===== src/dead_band_cfg.svh =====
`ifndef DEAD_BAND_CFG_SVH
`define DEAD_BAND_CFG_SVH
`define OFS_CTRL0 12'h000
`define OFS_CTRL1 12'h004
`define OFS_SHDN 12'h008
`define OFS_DB_FALL 12'h00c
`define OFS_DB_RISE 12'h010
`define DB_WIDTH 6
`define CTRL0_CS_BIT 0
`define CTRL0_IMPL_MASK 8'hf9
`define CTRL1_IMPL_MASK 8'hf3
`define SHDN_IMPL_MASK 8'hc7
`define CTRL_RESET 8'h00
`define DB_ONE 6'h01
`define DB_ZERO 6'h00
`endif


===== src/dead_band_pkg.sv =====
package dead_band_pkg;
  typedef enum logic [2:0] {
    ST_IDLE = 3'b001,
    ST_WAIT = 3'b010,
    ST_DONE = 3'b100
  } db_state_t;
endpackage


===== src/complementary_dead_band_delay.sv =====
`include "dead_band_cfg.svh"
module complementary_dead_band_delay (
  // Clock and reset
  input wire logic ref_clk,
  input wire logic sys_rst,
  // APB slave
  input wire logic psel,
  input wire logic penable,
  input wire logic pwrite,
  input wire logic [11:0] paddr,
  input wire logic [31:0] pwdata,
  output logic [31:0] prdata,
  output logic pready,
  output logic pslverr,
  // Waveform and alternate dead-band clock, both asynchronous
  input wire logic wave_in,
  input wire logic alt_clk,
  // Complementary outputs
  output logic out_a,
  output logic out_b
);

  ////////////////////////////////////////////////////////////////////////////
  logic [7:0] ctrl0_reg;
  logic [7:0] ctrl1_reg;
  logic [7:0] shdn_reg;
  logic [5:0] rise_reg;
  logic [5:0] fall_reg;
  logic [1:0] wave_sync_reg;
  logic [1:0] alt_sync_reg;
  logic wave_q_reg;
  logic alt_q_reg;
  logic [5:0] cnt_reg;
  logic [5:0] cnt_next;
  logic pend_reg;
  logic pend_next;
  dead_band_pkg::db_state_t state_reg;
  dead_band_pkg::db_state_t state_next;
  logic out_a_next;
  logic out_b_next;
  logic [31:0] rdata_next;

  wire acc = psel && penable && !pready;
  wire wr = acc && pwrite;
  // Full 12-bit compare, so aliases of a register read as unmapped
  function automatic logic addr_is(input logic [11:0] a,
      input logic [11:0] ofs);
    addr_is = (a == ofs);
  endfunction

  wire hit_c0 = addr_is(paddr, `OFS_CTRL0);
  wire hit_c1 = addr_is(paddr, `OFS_CTRL1);
  wire hit_sd = addr_is(paddr, `OFS_SHDN);
  wire hit_df = addr_is(paddr, `OFS_DB_FALL);
  wire hit_dr = addr_is(paddr, `OFS_DB_RISE);
  wire hit_any = hit_c0 | hit_c1 | hit_sd | hit_df | hit_dr;
  wire [7:0] wb = pwdata[7:0];

  ////////////////////////////////////////////////////////////////////////////
  // Upper count bits are not stored, so they read zero
  assign rdata_next = hit_c0 ? {24'h000000, ctrl0_reg} :
                      hit_c1 ? {24'h000000, ctrl1_reg} :
                      hit_sd ? {24'h000000, shdn_reg} :
                      hit_df ? {26'h0000000, fall_reg} :
                      hit_dr ? {26'h0000000, rise_reg} : 32'h00000000;

  always_ff @(posedge ref_clk) begin
    if (sys_rst) begin
      pready <= 1'b0;
    end else begin
      pready <= acc;
    end
  end

  always_ff @(posedge ref_clk) begin
    if (sys_rst) begin
      pslverr <= 1'b0;
    end else begin
      pslverr <= acc && !hit_any;
    end
  end

  always_ff @(posedge ref_clk) begin
    if (sys_rst) begin
      prdata <= 32'h00000000;
    end else begin
      prdata <= (acc && !pwrite) ? rdata_next : 32'h00000000;
    end
  end

  always_ff @(posedge ref_clk) begin
    if (sys_rst) begin
      ctrl0_reg <= `CTRL_RESET;
    end else if (wr && hit_c0) begin
      ctrl0_reg <= wb & `CTRL0_IMPL_MASK;
    end
  end

  always_ff @(posedge ref_clk) begin
    if (sys_rst) begin
      ctrl1_reg <= `CTRL_RESET;
    end else if (wr && hit_c1) begin
      ctrl1_reg <= wb & `CTRL1_IMPL_MASK;
    end
  end

  always_ff @(posedge ref_clk) begin
    if (sys_rst) begin
      shdn_reg <= `CTRL_RESET;
    end else if (wr && hit_sd) begin
      shdn_reg <= wb & `SHDN_IMPL_MASK;
    end
  end

  // Not on sys_rst: counts survive ordinary resets
  always_ff @(posedge ref_clk) begin
    if (wr && hit_dr) rise_reg <= wb[`DB_WIDTH-1:0];
    if (wr && hit_df) fall_reg <= wb[`DB_WIDTH-1:0];
  end

  ////////////////////////////////////////////////////////////////////////////
  // Two-stage synchronisers; only the second stage is read
  always_ff @(posedge ref_clk) begin
    if (sys_rst) begin
      wave_sync_reg <= 2'b00;
      wave_q_reg <= 1'b0;
    end else begin
      wave_sync_reg <= {wave_sync_reg[0], wave_in};
      wave_q_reg <= wave_sync_reg[1];
    end
  end

  always_ff @(posedge ref_clk) begin
    if (sys_rst) begin
      alt_sync_reg <= 2'b00;
      alt_q_reg <= 1'b0;
    end else begin
      alt_sync_reg <= {alt_sync_reg[0], alt_clk};
      alt_q_reg <= alt_sync_reg[1];
    end
  end

  wire wave = wave_sync_reg[1];
  wire edge_any = wave ^ wave_q_reg;
  // Alternate clock is sampled, so it must run well below ref_clk
  wire use_alt = ctrl0_reg[`CTRL0_CS_BIT];
  wire tick = use_alt ? (alt_sync_reg[1] && !alt_q_reg) : 1'b1;
  // Alt ticks come at any phase, so one extra tick keeps the minimum at n
  wire [5:0] db_end = use_alt ? `DB_ZERO : `DB_ONE;
  wire [5:0] sel_cnt = wave ? rise_reg : fall_reg;

  ////////////////////////////////////////////////////////////////////////////
  // Rising edge: out_b drops at once, out_a rises after the dead band.
  // Falling edge: out_a drops at once, out_b rises after the dead band.
  always_comb begin
    state_next = state_reg;
    cnt_next = cnt_reg;
    pend_next = pend_reg;
    out_a_next = out_a;
    out_b_next = out_b;
    if (edge_any) begin
      out_a_next = 1'b0;
      out_b_next = 1'b0;
      pend_next = wave;
      if (sel_cnt == `DB_ZERO) begin
        out_a_next = wave;
        out_b_next = !wave;
        state_next = dead_band_pkg::ST_IDLE;
      end else begin
        cnt_next = sel_cnt;
        state_next = dead_band_pkg::ST_WAIT;
      end
    end else begin
      case (state_reg)
        dead_band_pkg::ST_IDLE: state_next = dead_band_pkg::ST_IDLE;
        dead_band_pkg::ST_WAIT: begin
          // Unsynchronised tick phase gives n..n+1 counts
          if (tick) begin
            if (cnt_reg == db_end) state_next = dead_band_pkg::ST_DONE;
            else cnt_next = cnt_reg - `DB_ONE;
          end
        end
        dead_band_pkg::ST_DONE: begin
          out_a_next = pend_reg;
          out_b_next = !pend_reg;
          state_next = dead_band_pkg::ST_IDLE;
        end
        default: state_next = dead_band_pkg::ST_IDLE;
      endcase
    end
  end

  always_ff @(posedge ref_clk) begin
    if (sys_rst) begin
      state_reg <= dead_band_pkg::ST_IDLE;
      cnt_reg <= `DB_ZERO;
      pend_reg <= 1'b0;
    end else begin
      state_reg <= state_next;
      cnt_reg <= cnt_next;
      pend_reg <= pend_next;
    end
  end

  always_ff @(posedge ref_clk) begin
    if (sys_rst) begin
      out_a <= 1'b0;
      out_b <= 1'b0;
    end else begin
      out_a <= out_a_next;
      out_b <= out_b_next;
    end
  end

endmodule


===== config.mk =====
export PLATFORM = sky130hd
export DESIGN_NAME = complementary_dead_band_delay
export DESIGN_NICKNAME = d
export VERILOG_FILES = /design/src/dead_band_pkg.sv /design/src/complementary_dead_band_delay.sv
export VERILOG_INCLUDE_DIRS = /design/src
export SDC_FILE = /design/constraint.sdc
export NUM_CORES = 1
export LEC_CHECK = 0
export ABC_AREA = 1
export BUFFER_PORTS_ARGS = -buffer_cell sky130_fd_sc_hd__buf_2
export CORE_UTILIZATION = 35
export DETAILED_ROUTE_END_ITERATION = 10
export GPL_TIMING_DRIVEN = 0
export PLACE_DENSITY = 0.6
export SYNTH_ARGS = -nofsm -noshare
export SYNTH_HDL_FRONTEND = slang
export SYNTH_SLANG_ARGS = --single-unit

===== constraint.sdc =====
create_clock -name ref_clk -period 3.25 [get_ports ref_clk]
set_clock_uncertainty 0.15 [all_clocks]
set_input_delay 0 -clock ref_clk [delete_from_list [all_inputs] [get_ports ref_clk]]
set_output_delay 0 -clock ref_clk [all_outputs]
set_load 0.02 [all_outputs]

[Yosys cells after proc, flatten, opt, wreduce, memory -nomap -nowiden]
Cells that the tools add are included.
Storage, ports and cells
  bits in registers: 81
  output and inout port bits: 36
  logic and storage cells: 90
  input bits: 51
Cells by class
  reductions and logical operators: 28
  add/subtract/negate cells: 1
  multiplexer cells: 24
  bitwise logic cells: 6
  equality and inequality tests: 11
Operators with widths (number)
  $mux W6: 8
  $eq A12 B4 Y1 const B: 2
  $mux W8: 3
  $eq A12 B3 Y1 const B: 1
  $eq A12 B5 Y1 const B: 1
  $logic_not A12 Y1: 1
  $mux W3: 4
  $logic_and A1 B1 Y1: 11
  $mux W1: 8
  $eq A6 B1 Y1: 1
  $logic_not A1 Y1: 6
  $logic_not A6 Y1: 1
  $ne A3 B3 Y1 const B: 2
  $reduce_bool A2 Y1: 3
  $reduce_or A6 Y1: 1
  $sub A6 B1 Y6 const B: 1
  $ne A2 B2 Y1 const B: 2
  $or A1 B1 Y1: 4
  $reduce_and A4 Y1: 1
  $reduce_or A4 Y1: 1
  $eq A3 B2 Y1 const B: 1
  $eq A3 B3 Y1 const B: 1
  $reduce_or A3 Y1: 1
  $mux W2: 1
  4 further kinds: 4

[Logic depth before layout (Yosys ltp)]
  word-level depth: 7
  mapped depth: 11
  depth with buffers taken out: 10

[Worst setup path after synthesis]
No wires, ideal clock.
  path type: flip-flop to flip-flop
  from: register pready
  to: register fall_reg[0] (enable)
  data arrival time: 1.176 ns
  setup slack: 1.574 ns
  clock period less this slack: 1.676 ns
  data required time: 2.750 ns
  library setup time: 0.350 ns
  stages on the path, launching flop included: 5
  buffers on the path: 0
  cells stage by stage: dfxtp_1 > nand3b_1 > nor2_4 > inv_1 > nor2_1
Between the ends
  longest elaborated chain between the ends: 4
Ends and longest elaborated chain
  start: declaration: RTL line complementary_dead_band_delay.sv:13  | output logic pready,
  start signal: assignment: RTL line complementary_dead_band_delay.sv:69  | pready <= 1'b0;
  start signal: assignment: RTL line complementary_dead_band_delay.sv:71  | pready <= acc;
  $logic_not A1 Y1: RTL line complementary_dead_band_delay.sv:43  | wire acc = psel && penable && !pready;
  $logic_and A1 B1 Y1: RTL line complementary_dead_band_delay.sv:43
  $logic_and A1 B1 Y1: RTL line complementary_dead_band_delay.sv:44  | wire wr = acc && pwrite;
  $logic_and A1 B1 Y1: RTL line complementary_dead_band_delay.sv:118  | if (wr && hit_df) fall_reg <= wb[`DB_WIDTH-1:0];
  end signal: assignment: RTL line complementary_dead_band_delay.sv:118
  end: declaration: RTL line complementary_dead_band_delay.sv:28  | logic [5:0] fall_reg;
Every way passes these cells.
A chain may end at the register's enable or synchronous reset.

[Worst setup path after layout]
  from: input paddr[0]
  to: register ctrl0_reg[3]
Between the ends
  longest elaborated chain between the ends: 2
Ends and longest elaborated chain
  start: declaration: RTL line complementary_dead_band_delay.sv:10  | input wire logic [11:0] paddr,
  $logic_not A12 Y1: RTL line complementary_dead_band_delay.sv:48  | addr_is = (a == ofs);
  $logic_and A1 B1 Y1: RTL line complementary_dead_band_delay.sv:94  | end else if (wr && hit_c0) begin
  end signal: assignment: RTL line complementary_dead_band_delay.sv:93  | ctrl0_reg <= `CTRL_RESET;
  end signal: assignment: RTL line complementary_dead_band_delay.sv:95  | ctrl0_reg <= wb & `CTRL0_IMPL_MASK;
  end: declaration: RTL line complementary_dead_band_delay.sv:24  | logic [7:0] ctrl0_reg;
Every way passes these cells.

==> results.tsv <==
stage	metric	value	unit
global_routing	grt_max_degree	11	
synthesis	yosysWarnings	0	
layout	drive_gt1_share	21.92	%
outcome	outcome	finished clean	
power	p_sw	426.2	uW
synthesis	syn_area	0.002915	sq mm
synthesis	ys.flop_type	dfxtp_1	
worst_setup_path	worstPathRequired	3320	ps
route	drc	0	
die	fp.coreArea	0.007888	sq mm
route	vias	2583	
synthesis	ys_ff_latch	57	
die	initial_core_util	36.96	%
layout	regArea	0.001261	sq mm
clock_network	post_cts_resize_count	0	
clock_network	cts_tree	yes	
die	fp.dieH	93.27	microns
flow_run	drv_cap	0	
worst_setup_path	cp-end-kind	flop	
route	first_iter_violations	73	
die	rows	32	
die	die_w	93.27	microns
sta	min_period_over_period	83.99	%
placement	hpwl	4920	microns
synthesis	synth_edf_count	12	
global_routing	grt_pass1_vias	2426	
worst_setup_path	cp_max_fo	8	
layout	fin_nets	526	
synthesis	yosysSeqAreaShare	43.26	%
power	switching_share	26.38	%
synthesis	synth.avg_cell_area	7.553	sq um
clock_network	ctsHtreeMaxLevel	3	
route	wire_per_inst	11.29	microns
global_routing	track_usage	16.86	%
clock_network	clock_path_buffers	2	
worst_setup_path	cp_data_arrival_time	2800	ps
layout	num-fill-cells	801	
global_routing	grt_pass1_wl	11100	microns
layout	syn2layout_area_growth	26.44	%
layout	final_util	46.73	%
route	firstDrtPassIters	4	
synthesis	async_reset_ff_share	0	%
global_routing	overflow	0	
placement	dp.cells	548	
die	boundaryPins	87	
synthesis	ys_types	36	
worst_setup_path	startpoint_type	input pin	
layout	final_cell_mix	nand2_1 (70), nor2_1 (57), inv_1 (51), dfxtp_1 (45), buf_2 (40)	
sta	min_period	2730	ps
worst_setup_path	critPathMaxStageDelay	580	ps
sta	rsz0062_at_grt	no	
global_routing	antenna_found_initial	0	
layout	mostFrequentLayoutCell	nand2_1	
power	intPower	1189	uW
clock_network	numCtsBuffers	9	
clock_network	worstSkewPairLatency	330	ps
synthesis	synthCells	386	
clock_network	cts_num_sinks	57	
clock_network	postCtsSetupBuffers	0	
sta	fmax	0.3664	GHz
clock_network	root_buffer	clkbuf_8	
clock_network	clkTransAtPathRegs	70	ps
power	combPwrFrac	13.4	%
worst_setup_path	cp_cell_sequence	dlygate4sd3_1 -> buf_2 -> nor2_2 -> dlygate4sd3_1 -> nand3_2 -> nor3_4 -> nand2_2 -> nand2_1 -> a21oi_1 -> dlygate4sd3_1	
power	pwr-share-clk	40.5	%
layout	instances_no_fill	581	
worst_setup_path	critical_path_class	in -> reg	
placement	io_buffers	37	
sta	finalMaxSlewViolations	0	
worst_setup_path	crit_slowest_cell	dlygate4sd3_1	
layout	largest_reg_flops	8	
route	ant_nets	0	
sta	hold_viol_final	0	
power	leakage	0.001764	uW
sta	tightest_slew	524.7	ps
sta	slew_headroom	65.02	%
power	peakVddDrop	0.3310	mV
route	wl	6557	microns
worst_setup_path	cp_common_cell	dlygate4sd3_1	
die	die_area	0.008698	sq mm
placement	gp_congestion	0.7989	
layout	diodes	0	
power	p_seq_share	46.1	%
sta	fin_tns_setup	0	ps
sta	setup_viol	0	
layout	regMostFlops	prdata	
layout	multi_input_area	0.001289	sq mm
route	via_per_inst	4.446	
power	power_density	438.2	mW/mm^2
worst_hold_path	hold_path_class	in -> reg	
-- cells by family (layout without fill, tap and decap cells) --
family,Yosys count,after routing,synth area share [%]
AO/OA/AOI/OAI,58,58,10.73
XOR/XNOR,2,2,1.502
adder cells (fa/ha/maj),1,1,0.4291
buffers and inverters,88,158,15.49
flip-flops,57,57,43.26
other,1,24,0.1286
AND/OR/NAND/NOR,179,179,28.45
-- metal layers --
layer / part of all wire, % / up-vias / routed length [microns] / global-route usage [%]
li1: - / 1355 / - / -
met5: 0 / - / 0 / 0
met2: 51 / 71 / 3314 / 30.39
met3: 4.5 / 9 / 292 / 4.715
met4: 1.3 / 0 / 85 / 6.282
met1: 44 / 1148 / 2865 / 18.75
-- worst max-delay path, delay by kind of cell --
family	cells	cell delay, ps
simple gates	5	910
buf+inv	4	1830
compound gates	1	60
-- synthesized netlist by cell type (4+ instances only) --
cell      count  share of area (%)
nand2_2       5                1.1
edfxtp_1     12                 12
nor2_1       57                7.3
o21ai_0      25                4.3
inv_1        51                6.6
dfxtp_1      45                 31
o21ai_1       9                1.5
nand4_1       4               0.86
nand3_1      26                4.5
buf_4        24                6.2
nand2_1      70                9.0
a21oi_1      19                3.3
-- worst paths after layout --
| check | from | end | slack [ps] | depth (start not counted) |
|---|---|---|---|---|
| worst max-delay path | paddr[0] | ctrl0_reg[3]$_SDFFE_PP0P_ | 520 | 10 |
| worst min-delay path | paddr[8] | ctrl0_reg[4]$_SDFFE_PP0P_ | 10 | 6 |
| worst max register to register | pready$_SDFF_PP0_ | prdata[7]$_SDFF_PP0_ | 980 | 8 |
| worst min register to register | wave_sync_reg[0]$_SDFF_PP0_ | wave_sync_reg[1]$_SDFF_PP0_ | 250 | 2 |
-- power groups by stage --
stage          registers (uW)  logic (uW)  clock network (uW)
2_1_floorplan             760         153                   0
3_3_place_gp              759         198                   0
3_5_place_dp              760         201                   0
4_1_cts                   744         216                 666
5_1_grt                   745         245                 700
6_report                  744         217                 654
-- through the flow --
step	total power (uW)	worst slack [ps]	hold WS, ps	area [sq um]
5_1_grt	1691	445.9	21.79	3686
3_3_place_gp	957.1	1412	51.45	3314
4_1_cts	1626	597.8	0.7266	3686
2_1_floorplan	913.2	1574	-51.13	3002
6_report	1615	520.4	12.96	3686
3_5_place_dp	960.4	1421	67.11	3314
-- layout make-up --
type,count,share of cell area [%]
Buffer,33,6.517
Clock buffer,13,4.888
Clock inverter,3,0.5771
Inverter,55,5.737
Multi-Input combinational cell,264,34.96
Sequential cell,57,34.22
Tap cell,102,3.462
Timing Repair Buffer,54,9.640
-- what timing repair did --
| item | in CTS | in global routing |
|---|---|---|
| hold endpoints to repair | 35 | 0 |
| hold buffers | 17 | 0 |
| endpoints found under the setup margin | 0 | 0 |
Note: power is estimated with default switching activity, not from simulation.
